$ cat config.mk
export PLATFORM = sky130hd
export DESIGN_NAME = dcc_regs
export DESIGN_NICKNAME = d
export VERILOG_FILES = /design/src/dcc_pkg.sv /design/src/dcc_cal.sv /design/src/dcc_regs.sv
export VERILOG_INCLUDE_DIRS = /design/src
export SDC_FILE = /design/constraint.sdc
export NUM_CORES = 1
export LEC_CHECK = 0
export ABC_AREA = 1
export BUFFER_PORTS_ARGS = -buffer_cell sky130_fd_sc_hd__buf_2
export CAP_MARGIN = 20
export CORE_MARGIN = 4
export CORE_UTILIZATION = 40
export DETAILED_ROUTE_END_ITERATION = 6
export PLACE_DENSITY = 0.64
export SLEW_MARGIN = 40
export SYNTH_ARGS = -nofsm -noshare
export SYNTH_HDL_FRONTEND = slang
export SYNTH_SLANG_ARGS = --single-unit
$ cat constraint.sdc
create_clock -name clk -period 8.8 [get_ports clk]
set_clock_uncertainty 0.05 [all_clocks]
set_input_delay 1.76 -clock clk [delete_from_list [all_inputs] [get_ports clk]]
set_output_delay 1.76 -clock clk [all_outputs]
set_load 0.02 [all_outputs]
$ cat src/dcc_defs.svh
/*
  Register indices, field positions and reset values of the converter
  clamp, calibration and status register slice.
  Assumes an Avalon-MM byte address, with the register index in bits 7:2.
*/
`ifndef DCC_DEFS_SVH
`define DCC_DEFS_SVH

// Register indices, byte address is four times the index
`define DCC_IDX_BB_CFG 6'h07
`define DCC_IDX_CAL_EN 6'h08
`define DCC_IDX_GAIN 6'h09
`define DCC_IDX_OFFS 6'h0A
`define DCC_IDX_STATUS 6'h0B
`define DCC_IDX_IRQ_STAT 6'h10
`define DCC_IDX_IRQ_EN 6'h11
`define DCC_IDX_IRQ_CLR 6'h12

// Buck-boost configuration fields
`define DCC_NCLAMP_HI 5
`define DCC_NCLAMP_LO 2
`define DCC_ARM_HI 1
`define DCC_ARM_LO 0
`define DCC_BB_CFG_RST 6'h00
`define DCC_ARM_OFF 2'h0
`define DCC_ARM_POS 2'h1
`define DCC_ARM_NEG 2'h2

// Negative clamp codes valid in voltage output mode
`define DCC_NCL_V9 4'h2
`define DCC_NCL_V15 4'h7
`define DCC_NCL_V18 4'h9
`define DCC_NCL_LAST 4'h9

// Status register
`define DCC_STATUS_RST 16'h1000
`define DCC_ST_LEARN 12
`define DCC_ST_WDT 11
`define DCC_ST_PG 7
`define DCC_ST_TGL 6
`define DCC_ST_CRC 5
`define DCC_ST_TMP 4
`define DCC_ST_FAULT 0
`define DCC_STATUS_WMASK 16'h1831

// Synchronised pin vector positions
`define DCC_PIN_VMODE 0
`define DCC_PIN_LEARN 1
`define DCC_PIN_WDT 2
`define DCC_PIN_CRC 3
`define DCC_PIN_TMP 4
`define DCC_PIN_FAULT 5
`define DCC_PIN_PG 6
`define DCC_PIN_TGL 7

// Interrupt status bits
`define DCC_IRQ_LEARN 0
`define DCC_IRQ_WDT 1
`define DCC_IRQ_CRC 2
`define DCC_IRQ_TMP 3
`define DCC_IRQ_FAULT 4
`define DCC_IRQ_PG 5
`define DCC_IRQ_BADCL 6

`endif

$ cat src/dcc_pkg.sv
/*
  State types of the clamp, calibration and status register slice.
  Assumes dcc_defs.svh for the register indices, field positions and reset values.
*/
package dcc_pkg;

  typedef struct packed {
    logic [7:0] sync1;
    logic [7:0] sync2;
    logic [7:0] prev;
    logic [5:0] bb_cfg;
    logic cal_on;
    logic [15:0] gain;
    logic [15:0] offs;
    logic [15:0] status;
    logic [6:0] irq_stat;
    logic [6:0] irq_en;
    logic ack;
    logic [31:0] rdata;
    logic [4:0] clamp_volts;
    logic clamp_bad;
  } dcc_regs_st_t;

  typedef struct packed {
    logic [15:0] code;
    logic vld;
  } dcc_cal_st_t;

endpackage : dcc_pkg

$ cat src/dcc_cal.sv
/*
  Calibration stage: applies user gain and offset to each input code.
  Assumes code, valid and settings come from logic on the same clock.
*/
`timescale 1ns/10ps
`include "dcc_defs.svh"

module dcc_cal (
  input wire logic clk,
  input wire logic resetn,
  input wire logic cal_on,
  input wire logic [15:0] gain,
  input wire logic [15:0] offs,
  input wire logic [15:0] code_in,
  input wire logic code_in_valid,
  output logic [15:0] code_out,
  output logic code_out_valid
);

  dcc_pkg::dcc_cal_st_t st_ff;
  dcc_pkg::dcc_cal_st_t nxt_st;
  logic signed [32:0] prod;
  logic signed [18:0] sum;

  // Gain is a signed fraction of full scale, offset a signed code step
  always_comb begin
    nxt_st = st_ff;
    prod = $signed({1'b0, code_in}) * $signed(gain);
    sum = $signed({3'b000, code_in}) + $signed(prod[32:16]) +
          $signed({{3{offs[15]}}, offs});
    nxt_st.vld = code_in_valid;
    if (code_in_valid) begin
      if (!cal_on) begin
        nxt_st.code = code_in;
      end else if (sum[18]) begin
        nxt_st.code = 16'h0000;
      end else if (sum[17:16] != 2'h0) begin
        // Saturate rather than wrap past full scale
        nxt_st.code = 16'hFFFF;
      end else begin
        nxt_st.code = sum[15:0];
      end
    end
  end

  always_ff @(posedge clk or negedge resetn) begin
    if (!resetn) begin
      st_ff <= '0;
    end else begin
      st_ff <= nxt_st;
    end
  end

  assign code_out = st_ff.code;
  assign code_out_valid = st_ff.vld;

endmodule : dcc_cal

$ cat src/dcc_regs.sv
/*
  Clamp, arm select, calibration and status registers behind an
  Avalon-MM slave with waitrequest, plus the calibration data path.
  Assumes status and mode pins are asynchronous and input codes arrive
  on clk.
*/
// Operation
// Negative clamp bits 5:2 reset zero; codes map -5 V to -18 V.
// Voltage mode accepts only codes 2, 7, 9; 101x and 11xx never valid.
// Arm select bits 1:0 reset 00, both arms off.
// Arm select 01 enables positive arm only.
// Arm select 10 enables negative arm only.
// Calibration enable at 0x08 bit 0, resets off; rest reserved.
// User gain at 0x09, 16-bit read/write, resets zero.
// User offset at 0x0A, 16-bit read/write, resets zero.
// Status at 0x0B resets 0x1000; other flags start zero.
// Status bit 12 set when automatic learning finishes.
// Calibration on applies gain and offset to each input code.
`timescale 1ns/10ps
`include "dcc_defs.svh"

module dcc_regs (
  input wire logic clk,
  input wire logic resetn,
  input wire logic [7:0] address,
  input wire logic read,
  input wire logic write,
  input wire logic [3:0] byteenable,
  input wire logic [31:0] writedata,
  output logic [31:0] readdata,
  output logic waitrequest,
  input wire logic voltage_mode,
  input wire logic learning_done,
  input wire logic watchdog_fault,
  input wire logic crc_error,
  input wire logic overheat,
  input wire logic dac_fault,
  input wire logic converter_power_good,
  input wire logic user_toggle,
  input wire logic [15:0] code_in,
  input wire logic code_in_valid,
  output logic [15:0] code_out,
  output logic code_out_valid,
  output logic pos_arm_en,
  output logic neg_arm_en,
  output logic [3:0] negative_clamp_select,
  output logic [4:0] neg_clamp_volts,
  output logic clamp_code_invalid,
  output logic irq
);

  dcc_pkg::dcc_regs_st_t st_ff;
  dcc_pkg::dcc_regs_st_t nxt_st;

  logic [7:0] pins;
  logic [5:0] idx;
  logic req;
  logic commit;
  logic wr;
  logic [6:0] events;
  logic [15:0] hw_set;
  logic [15:0] rd16;
  logic [3:0] ncl;
  logic [1:0] arm;

  // Merge a write into a 16-bit register by byte lane
  function automatic logic [15:0] dcc_merge(
    input logic [15:0] old_val,
    input logic [31:0] wdata,
    input logic [3:0] be
  );
    logic [15:0] res;
    res = old_val;
    if (be[0]) begin
      res[7:0] = wdata[7:0];
    end
    if (be[1]) begin
      res[15:8] = wdata[15:8];
    end
    return res;
  endfunction : dcc_merge

  // Clamp magnitude in volts, zero where the code is not usable
  function automatic logic [4:0] dcc_clamp_volts(
    input logic [3:0] code,
    input logic vmode
  );
    logic [4:0] v;
    v = 5'h00;
    unique case (code)
      4'h0: v = 5'h05;
      4'h1: v = 5'h06;
      4'h2: v = 5'h09;
      4'h3: v = 5'h0B;
      4'h4: v = 5'h0C;
      4'h5: v = 5'h0D;
      4'h6: v = 5'h0E;
      4'h7: v = 5'h0F;
      4'h8: v = 5'h12;
      4'h9: v = 5'h12;
      default: v = 5'h00;
    endcase
    // Voltage mode keeps only three of the current mode settings
    if (vmode && code != `DCC_NCL_V9 && code != `DCC_NCL_V15 &&
        code != `DCC_NCL_V18) begin
      v = 5'h00;
    end
    return v;
  endfunction : dcc_clamp_volts

  function automatic logic dcc_clamp_bad(
    input logic [3:0] code,
    input logic vmode
  );
    logic bad;
    bad = code > `DCC_NCL_LAST;
    if (vmode) begin
      bad = code != `DCC_NCL_V9 && code != `DCC_NCL_V15 &&
            code != `DCC_NCL_V18;
    end
    return bad;
  endfunction : dcc_clamp_bad

  assign pins = {user_toggle, converter_power_good, dac_fault, overheat,
                 crc_error, watchdog_fault, learning_done, voltage_mode};

  assign idx = address[7:2];
  assign req = read | write;
  // One wait cycle: read data is registered before the answer
  assign waitrequest = req & ~st_ff.ack;
  assign commit = req & st_ff.ack;
  assign wr = commit & write;

  // Rising edges of synchronised event pins; power good on either edge
  always_comb begin
    events = '0;
    events[`DCC_IRQ_LEARN] = st_ff.sync2[`DCC_PIN_LEARN] &
                             ~st_ff.prev[`DCC_PIN_LEARN];
    events[`DCC_IRQ_WDT] = st_ff.sync2[`DCC_PIN_WDT] &
                           ~st_ff.prev[`DCC_PIN_WDT];
    events[`DCC_IRQ_CRC] = st_ff.sync2[`DCC_PIN_CRC] &
                           ~st_ff.prev[`DCC_PIN_CRC];
    events[`DCC_IRQ_TMP] = st_ff.sync2[`DCC_PIN_TMP] &
                           ~st_ff.prev[`DCC_PIN_TMP];
    events[`DCC_IRQ_FAULT] = st_ff.sync2[`DCC_PIN_FAULT] &
                             ~st_ff.prev[`DCC_PIN_FAULT];
    events[`DCC_IRQ_PG] = st_ff.sync2[`DCC_PIN_PG] ^
                          st_ff.prev[`DCC_PIN_PG];
    // Clamp event is raised in the next-state logic, not here
    events[`DCC_IRQ_BADCL] = 1'b0;
  end

  // Sticky status sets coming from hardware
  always_comb begin
    hw_set = '0;
    hw_set[`DCC_ST_LEARN] = events[`DCC_IRQ_LEARN];
    hw_set[`DCC_ST_WDT] = events[`DCC_IRQ_WDT];
    hw_set[`DCC_ST_CRC] = events[`DCC_IRQ_CRC];
    hw_set[`DCC_ST_TMP] = events[`DCC_IRQ_TMP];
    hw_set[`DCC_ST_FAULT] = events[`DCC_IRQ_FAULT];
  end

  // Read mux, reserved bits and unmapped words read zero
  always_comb begin
    rd16 = 16'h0000;
    unique case (idx)
      `DCC_IDX_BB_CFG: rd16 = {10'h000, st_ff.bb_cfg};
      `DCC_IDX_CAL_EN: rd16 = {15'h0000, st_ff.cal_on};
      `DCC_IDX_GAIN: rd16 = st_ff.gain;
      `DCC_IDX_OFFS: rd16 = st_ff.offs;
      `DCC_IDX_STATUS: rd16 = st_ff.status;
      `DCC_IDX_IRQ_STAT: rd16 = {9'h000, st_ff.irq_stat};
      `DCC_IDX_IRQ_EN: rd16 = {9'h000, st_ff.irq_en};
      default: rd16 = 16'h0000;
    endcase
  end

  always_comb begin
    nxt_st = st_ff;
    nxt_st.sync1 = pins;
    nxt_st.sync2 = st_ff.sync1;
    nxt_st.prev = st_ff.sync2;
    nxt_st.ack = req & ~st_ff.ack;
    if (read && !st_ff.ack) begin
      nxt_st.rdata = {16'h0000, rd16};
    end

    if (wr) begin
      unique case (idx)
        `DCC_IDX_BB_CFG: begin
          // Invalid clamp codes are stored and flagged, not refused
          nxt_st.bb_cfg = 6'(dcc_merge({10'h000, st_ff.bb_cfg},
                                       writedata, byteenable));
        end
        `DCC_IDX_CAL_EN: begin
          if (byteenable[0]) begin
            nxt_st.cal_on = writedata[0];
          end
        end
        `DCC_IDX_GAIN: begin
          nxt_st.gain = dcc_merge(st_ff.gain, writedata,
                                  byteenable);
        end
        `DCC_IDX_OFFS: begin
          nxt_st.offs = dcc_merge(st_ff.offs, writedata,
                                  byteenable);
        end
        `DCC_IDX_STATUS: begin
          nxt_st.status = dcc_merge(st_ff.status, writedata, byteenable) &
                          `DCC_STATUS_WMASK;
        end
        `DCC_IDX_IRQ_EN: begin
          if (byteenable[0]) begin
            nxt_st.irq_en = writedata[6:0];
          end
        end
        `DCC_IDX_IRQ_CLR: begin
          if (byteenable[0]) begin
            nxt_st.irq_stat = st_ff.irq_stat & ~writedata[6:0];
          end
        end
        default: begin
          nxt_st.ack = nxt_st.ack;
        end
      endcase
    end

    // Hardware set wins over a software write in the same cycle
    nxt_st.status = (nxt_st.status | hw_set) & `DCC_STATUS_WMASK;
    nxt_st.status[`DCC_ST_PG] = st_ff.sync2[`DCC_PIN_PG];
    nxt_st.status[`DCC_ST_TGL] = st_ff.sync2[`DCC_PIN_TGL];

    // Clamp decode follows the stored code and the output mode
    nxt_st.clamp_volts = dcc_clamp_volts(
      nxt_st.bb_cfg[`DCC_NCLAMP_HI:`DCC_NCLAMP_LO],
      st_ff.sync2[`DCC_PIN_VMODE]);
    nxt_st.clamp_bad = dcc_clamp_bad(
      nxt_st.bb_cfg[`DCC_NCLAMP_HI:`DCC_NCLAMP_LO],
      st_ff.sync2[`DCC_PIN_VMODE]);

    // A clamp that turns invalid is reported once
    nxt_st.irq_stat = nxt_st.irq_stat | events;
    if (nxt_st.clamp_bad && !st_ff.clamp_bad) begin
      nxt_st.irq_stat[`DCC_IRQ_BADCL] = 1'b1;
    end
  end

  always_ff @(posedge clk or negedge resetn) begin
    if (!resetn) begin
      st_ff <= '0;
      st_ff.bb_cfg <= `DCC_BB_CFG_RST; // see
      st_ff.status <= `DCC_STATUS_RST;
    end else begin
      st_ff <= nxt_st;
    end
  end

  assign ncl = st_ff.bb_cfg[`DCC_NCLAMP_HI:`DCC_NCLAMP_LO];
  assign arm = st_ff.bb_cfg[`DCC_ARM_HI:`DCC_ARM_LO];

  // Code 11 is undocumented, so both arms stay off for it too
  assign pos_arm_en = arm == `DCC_ARM_POS; // see
  assign neg_arm_en = arm == `DCC_ARM_NEG; // see
  assign negative_clamp_select = ncl;
  assign neg_clamp_volts = st_ff.clamp_volts;
  assign clamp_code_invalid = st_ff.clamp_bad;
  assign readdata = st_ff.rdata;
  assign irq = |(st_ff.irq_stat & st_ff.irq_en);

  dcc_cal u_cal (
    .clk(clk),
    .resetn(resetn),
    .cal_on(st_ff.cal_on),
    .gain(st_ff.gain),
    .offs(st_ff.offs),
    .code_in(code_in),
    .code_in_valid(code_in_valid),
    .code_out(code_out),
    .code_out_valid(code_out_valid)
  );

endmodule : dcc_regs

## Yosys cells after proc, flatten, opt, wreduce, memory -nomap -nowiden

Memories as Yosys holds them, arrays and structs flattened.
Cells that the tools add are included.

- Flip-flop bits (word level): 123
- ROM bits: 80
- Input bits: 73
- Memories: 1

Memories:

| name | words | width | read ports | clocked after memory_dff | wr ports | line | text |
|---|---|---|---|---|---|---|---|
| (no name shown) | 16 | 5 | 1 | 0 | 0 | dcc_regs.sv:90 | `unique case (code)` |

- $add $sub $neg: 2
- $mul: 1
- Order comparisons: 1
- Equality and inequality tests: 13
- Multiplexer cells: 25
- Bitwise operators: 21
- Reductions and logical operators: 18

Operators by type and width:

| operator | count |
|---|---|
| $pmux 16 s7 | 1 |
| $mux 16 | 5 |
| $mux 70 | 1 |
| $mul 17x16->33 | 1 |
| $mux 8 | 4 |
| $mux 7 | 4 |
| $eq 6x4->1 const B | 4 |
| $reduce_and 3->1 | 7 |
| $add 18x16->19 | 1 |
| $add 17x17->18 | 1 |
| $eq 6x5->1 const B | 3 |
| $mux 6 | 3 |
| $and 7x7->7 | 2 |
| $mux 13 | 1 |
| $or 13x13->13 | 1 |
| $mux 5 | 2 |
| $and 1x1->1 | 8 |
| $logic_and 1x1->1 | 7 |
| $not 7->7 | 1 |
| $or 7x6->7 | 1 |
| $reduce_or 7->1 | 1 |
| $eq 6x3->1 const B | 1 |
| $not 1->1 | 6 |
| $gt 4x4->1 const B | 1 |
| other kinds (10) | 14 |

## Longest topological paths before layout

- Depth after elaboration: 11
- Gate-level depth with buffers: 40

## Modules after synthesis

Synthesis repeated with hierarchy kept, for this count alone.

- Cells, all modules: 2114
- Area total of the unflattened synthesis: 16251.8 um2

By module, submodules not included:

| module | instances | cells each | area each (um2) |
|---|---|---|---|
| dcc_cal | 1 | 1612 | 11677.4 |
| dcc_regs | 1 | 502 | 4574.4 |

## Worst setup path before layout

No wires, ideal clock.

- Path type: input-to-reg
- Start: input port code_in[10]
- End: register u_cal.st_ff (netlist bit u_cal.code_out[10])
- Library setup time: 122 ps
- Arrival: 8708 ps
- Path slack: -80 ps
- Stages: 37
- Cells stage by stage: clkbuf_1 -> clkbuf_1 -> nand2_1 -> fa_1 -> fa_1 -> fa_1 -> fa_1 -> inv_1 -> fa_1 -> inv_1 -> fa_1 -> inv_1 -> ha_1 -> nand2_1 -> inv_1 -> a21oi_1 -> a21boi_0 -> nand2_1 -> nand2_1 -> nand2_1 -> xor2_1 -> fa_1 -> ha_1 -> fa_1 -> nand3_1 -> nand3_1 -> nand2_1 -> nand2_1 -> nand2_1 -> nand2_1 -> nand2_1 -> nand2_1 -> inv_2 -> buf_2 -> nand3_1 -> nand2_1 -> a21oi_1

- Word-level cells in the longest chain between the ends: 7

RTL lines:

| item | line | text |
|---|---|---|
| start, declared | dcc_regs.sv:40 | `input wire logic [15:0] code_in,` |
| $mul 17x16->33 | dcc_cal.sv:28 | `prod = $signed({1'b0, code_in}) * $signed(gain);` |
| $add 17x17->18 | dcc_cal.sv:29 | `sum = $signed({3'b000, code_in}) + $signed(prod[32:16]) +` |
| $add 18x16->19 | dcc_cal.sv:29 |  |
| $reduce_bool 2->1 | dcc_cal.sv:37 | `end else if (sum[17:16] != 2'h0) begin` |
| $mux 16 | dcc_cal.sv:37 |  |
| $mux 16 | dcc_cal.sv:35 | `end else if (sum[18]) begin` |
| $mux 16 (*) | dcc_cal.sv:33 | `if (!cal_on) begin` |
| end signal, assigned | dcc_cal.sv:50 | `st_ff <= nxt_st;` |
| end, declared | dcc_cal.sv:20 | `dcc_pkg::dcc_cal_st_t st_ff;` |

Every way passes the cells marked *; elsewhere a longest branch is shown, timed or not.
A chain may end at the register's enable or synchronous reset.

## Worst setup path after layout

- Start: input port code_in[1]
- End: register u_cal.st_ff (netlist bit u_cal.code_out[9])

- Word-level cells in the longest chain between the ends: 7

RTL lines:

| item | line |
|---|---|
| $mul 17x16->33 | dcc_cal.sv:28 |
| $add 17x17->18 (*) | dcc_cal.sv:29 |
| $add 18x16->19 (*) | dcc_cal.sv:29 |
| $reduce_bool 2->1 | dcc_cal.sv:37 |
| $mux 16 | dcc_cal.sv:37 |
| $mux 16 (*) | dcc_cal.sv:35 |
| $mux 16 (*) | dcc_cal.sv:33 |

Marked as above.

==> impl_metrics.json <==
{
  "power.switching_mw": 0.935,
  "clk_path_buf_depth": 2,
  "clockPowerShare_pct": 30.0,
  "worstPathArrival_ps": 8860,
  "critPathMaxStageDelay_ps": 560,
  "drive_gt1_share_pct": 17.7,
  "hp-class": "flop to flop",
  "slew-limit-headroom_pct": 44.2,
  "worstPathRequired_ps": 9090,
  "routed_wl_mm": 47.2,
  "design.die.area_mm2": 0.0435,
  "p_seq_share_pct": 25.6,
  "synth-simple-area-share_pct": 20.2,
  "critPathCaptureType": "flop",
  "ys_types": 53,
  "path_buf_inv": 5,
  "first_global_vias": 14300,
  "p_int_mw": 1.49,
  "place_area_mm2": 0.0180,
  "drv_cap": 0,
  "fin_area_mm2": 0.0190,
  "cts-root-buf": "clkbuf_16",
  "avgSynthCellArea_um2": 7.62,
  "ys_ff_latch": 121,
  "synth_xor_area_share_pct": 1.14,
  "status": "finished, final reports clean",
  "crit_type": "input pin to flop",
  "finalSetupViolations": 0,
  "synth_compound_area_share_pct": 7.49,
  "synthAdderAreaFrac_pct": 36.7,
  "vias": 13800,
  "crit_path_start_kind": "input pin",
  "start_util_pct": 40.5,
  "grt_max_degree": 72,
  "nets": 2718,
  "die_h_um": 209,
  "p_leak_nw": 11.0,
  "ys.flop_type": "dfrtp_1",
  "drcViolationCount": 0,
  "peakVddDrop_v": 0.000147,
  "die_w_um": 209,
  "wl_per_cell_um": 16.6,
  "drv_slew": 0,
  "routed_via_density": 4.85,
  "clkTransAtPathRegs_ps": 60,
  "regArea_mm2": 0.00303,
  "switching_share_pct": 38.6,
  "yosysTopAreaCell": "fa_1",
  "port_buffers": 99,
  "antenna_found_initial": 1,
  "power.density_mw_per_mm2": 127,
  "path_max_fanout": 10,
  "synth_area_mm2": 0.0161,
  "design.core.area_mm2": 0.0397,
  "dpl_worst_slack_ps": -445,
  "synth.top_cell.area_share_pct": 26.1,
  "yosys_warnings": 0,
  "ys_seq_area_share_pct": 18.8,
  "synthArstFlopShare_pct": 100,
  "timing.final.crit_share_pct": 97.4,
  "layout_min_cycle_time_ps": 8570,
  "crit_top_cell": "nand2_1",
  "synth_cells": 2114,
  "yosysMostFrequentCell": "nand2_1",
  "synth_edf_count": 0,
  "numCtsBuffers": 17,
  "cts_tree": "done",
  "post-dp-hpwl_mm": 39.5,
  "io_pins": 136,
  "htreeDepth": 4,
  "ant_nets": 0,
  "setup_ws_ps": 225,
  "grt_first_pass_wirelength_mm": 75.4,
  "clock_sinks": 121,
  "cpLargestDelayFamily": "adder cells",
  "utilization_pct": 47.9,
  "muxShareOfSynthArea_pct": 0,
  "tns_ps": 0,
  "worst_pin_slew_ps": 837,
  "dr.pass1.iters": 5,
  "multiInputGateArea_mm2": 0.0109,
  "clock_latency_ps": 410,
  "fmax_mhz": 117,
  "hold_viol_final": 0,
  "synth_top_family_by_area": "adder cells",
  "overflow": 0,
  "synthTopCellsByArea": "fa_1 (26%), dfrtp_1 (19%), nand2_1 (14%)",
  "num-fill-cells": 3885,
  "rows": 73,
  "grt_use_total_pct": 21.6,
  "cpMaxStageDelayCell": "fa_1",
  "p_total_mw": 2.42,
  "p_comb_share_pct": 44.5,
  "drt-initial-drc-count": 852,
  "gp_routability_congestion": 0.931,
  "num_antenna_cells": 0,
  "synthToLayoutAreaGrowth_pct": 18.1,
  "synthTopCellsByCount": "nand2_1 (594), inv_1 (489), fa_1 (210)"
}
## sequential cells by signal (all words and copies together), names as in the netlist
| register | cells |
|---|---|
| clamp_code_invalid | 1 |
| st_ff | 60 |
| neg_clamp_volts | 5 |
| u_cal.code_out_valid | 1 |
| readdata | 16 |
| nxt_st | 16 |
| negative_clamp_select | 4 |
| u_cal.code_out | 16 |
| arm | 2 |
## cell usage in the layout, fill, tap and decap left out, types with 10 or more instances in the layout
cell and instances:
a21oi_2 13, inv_2 10, xnor2_1 13, nand2_1 583
nand2_2 19, conb_1 16, buf_4 163, buf_2 90
ha_1 126, clkbuf_16 18, nor2_1 82, inv_1 488
fa_1 204, nor2_2 10, a21oi_1 54, dfrtp_1 120
o21ai_1 21, o21ai_0 57, nand3_1 56
## timing repair
| item | 4_1_cts | 5_1_grt |
|---|---|---|
| pin swaps | 1 | 20 |
| buffers inserted | 1 | 2 |
| hold buffers | 0 | 0 |
| resized for setup | 1 | 89 |
| endpoints found under the setup margin | 15 | 16 |
| cloned | 0 | 2 |
| endpoints found under the hold margin | 0 | 0 |
## cell families (layout without fill, tap and decap cells)
kind of cell	Yosys count	after routing
and+or+nand+nor	795	795
xor gates and xnor gates	21	21
buffers and inverters	621	803
AOI/OAI and AO/OA	208	208
other	1	16
DFF	121	121
adders and majority gates	347	347
## layout make-up
cell class,instances,area share (%)
multi-input cells,1387,57.6
repair buffers,270,9.93
repair inverters,1,0.0329
clock buffers,17,2.24
flip-flops and latches,121,15.9
clock inverters,15,0.967
well taps,525,3.45
inverters,500,9.90
## per-stage QoR
step | std cells | hold slack (ps)
after floorplan | 2129 | 281
after global placement | 2799 | 286
after detailed placement | 2799 | 286
after CTS | 2832 | 301
after global routing | 2836 | 311
final | 2836 | 298
## power groups by stage
stage / clock, mW / sequential, mW / combinational (mW)
after detailed placement: 0 / 0.629 / 0.992
after CTS: 0.736 / 0.619 / 1.01
after global placement: 0 / 0.628 / 0.989
final: 0.725 / 0.619 / 1.08
after floorplan: 0 / 0.613 / 0.601
after global routing: 0.765 / 0.621 / 1.21
## worst paths after layout
| kind | from | end | slack (ps) | cells past startpoint |
|---|---|---|---|---|
| hold reg to reg | nxt_st[118] | nxt_st[110] | 300 | 0 |
| max in group asynchronous | resetn | u_cal.code_out[14] | 6270 | 2 |
| setup reg to reg | st_ff[90] | u_cal.code_out[9] | 820 | 33 |
| setup / recovery | code_in[1] | u_cal.code_out[9] | 230 | 31 |
| min in group asynchronous | resetn | neg_clamp_volts[2] | 1290 | 1 |
| hold / removal | nxt_st[118] | nxt_st[110] | 300 | 0 |
## routing by layer
metal / vias up / track usage [%] / wire length, µm
li1: 6608 / - / -
met1: 6724 / 27.8 / 19900
met2: 352 / 38.1 / 23400
met3: 82 / 3.03 / 2240
met4: 2 / 6.80 / 1610
met5: - / 0 / 13
Power figures use the tool's default switching activity.
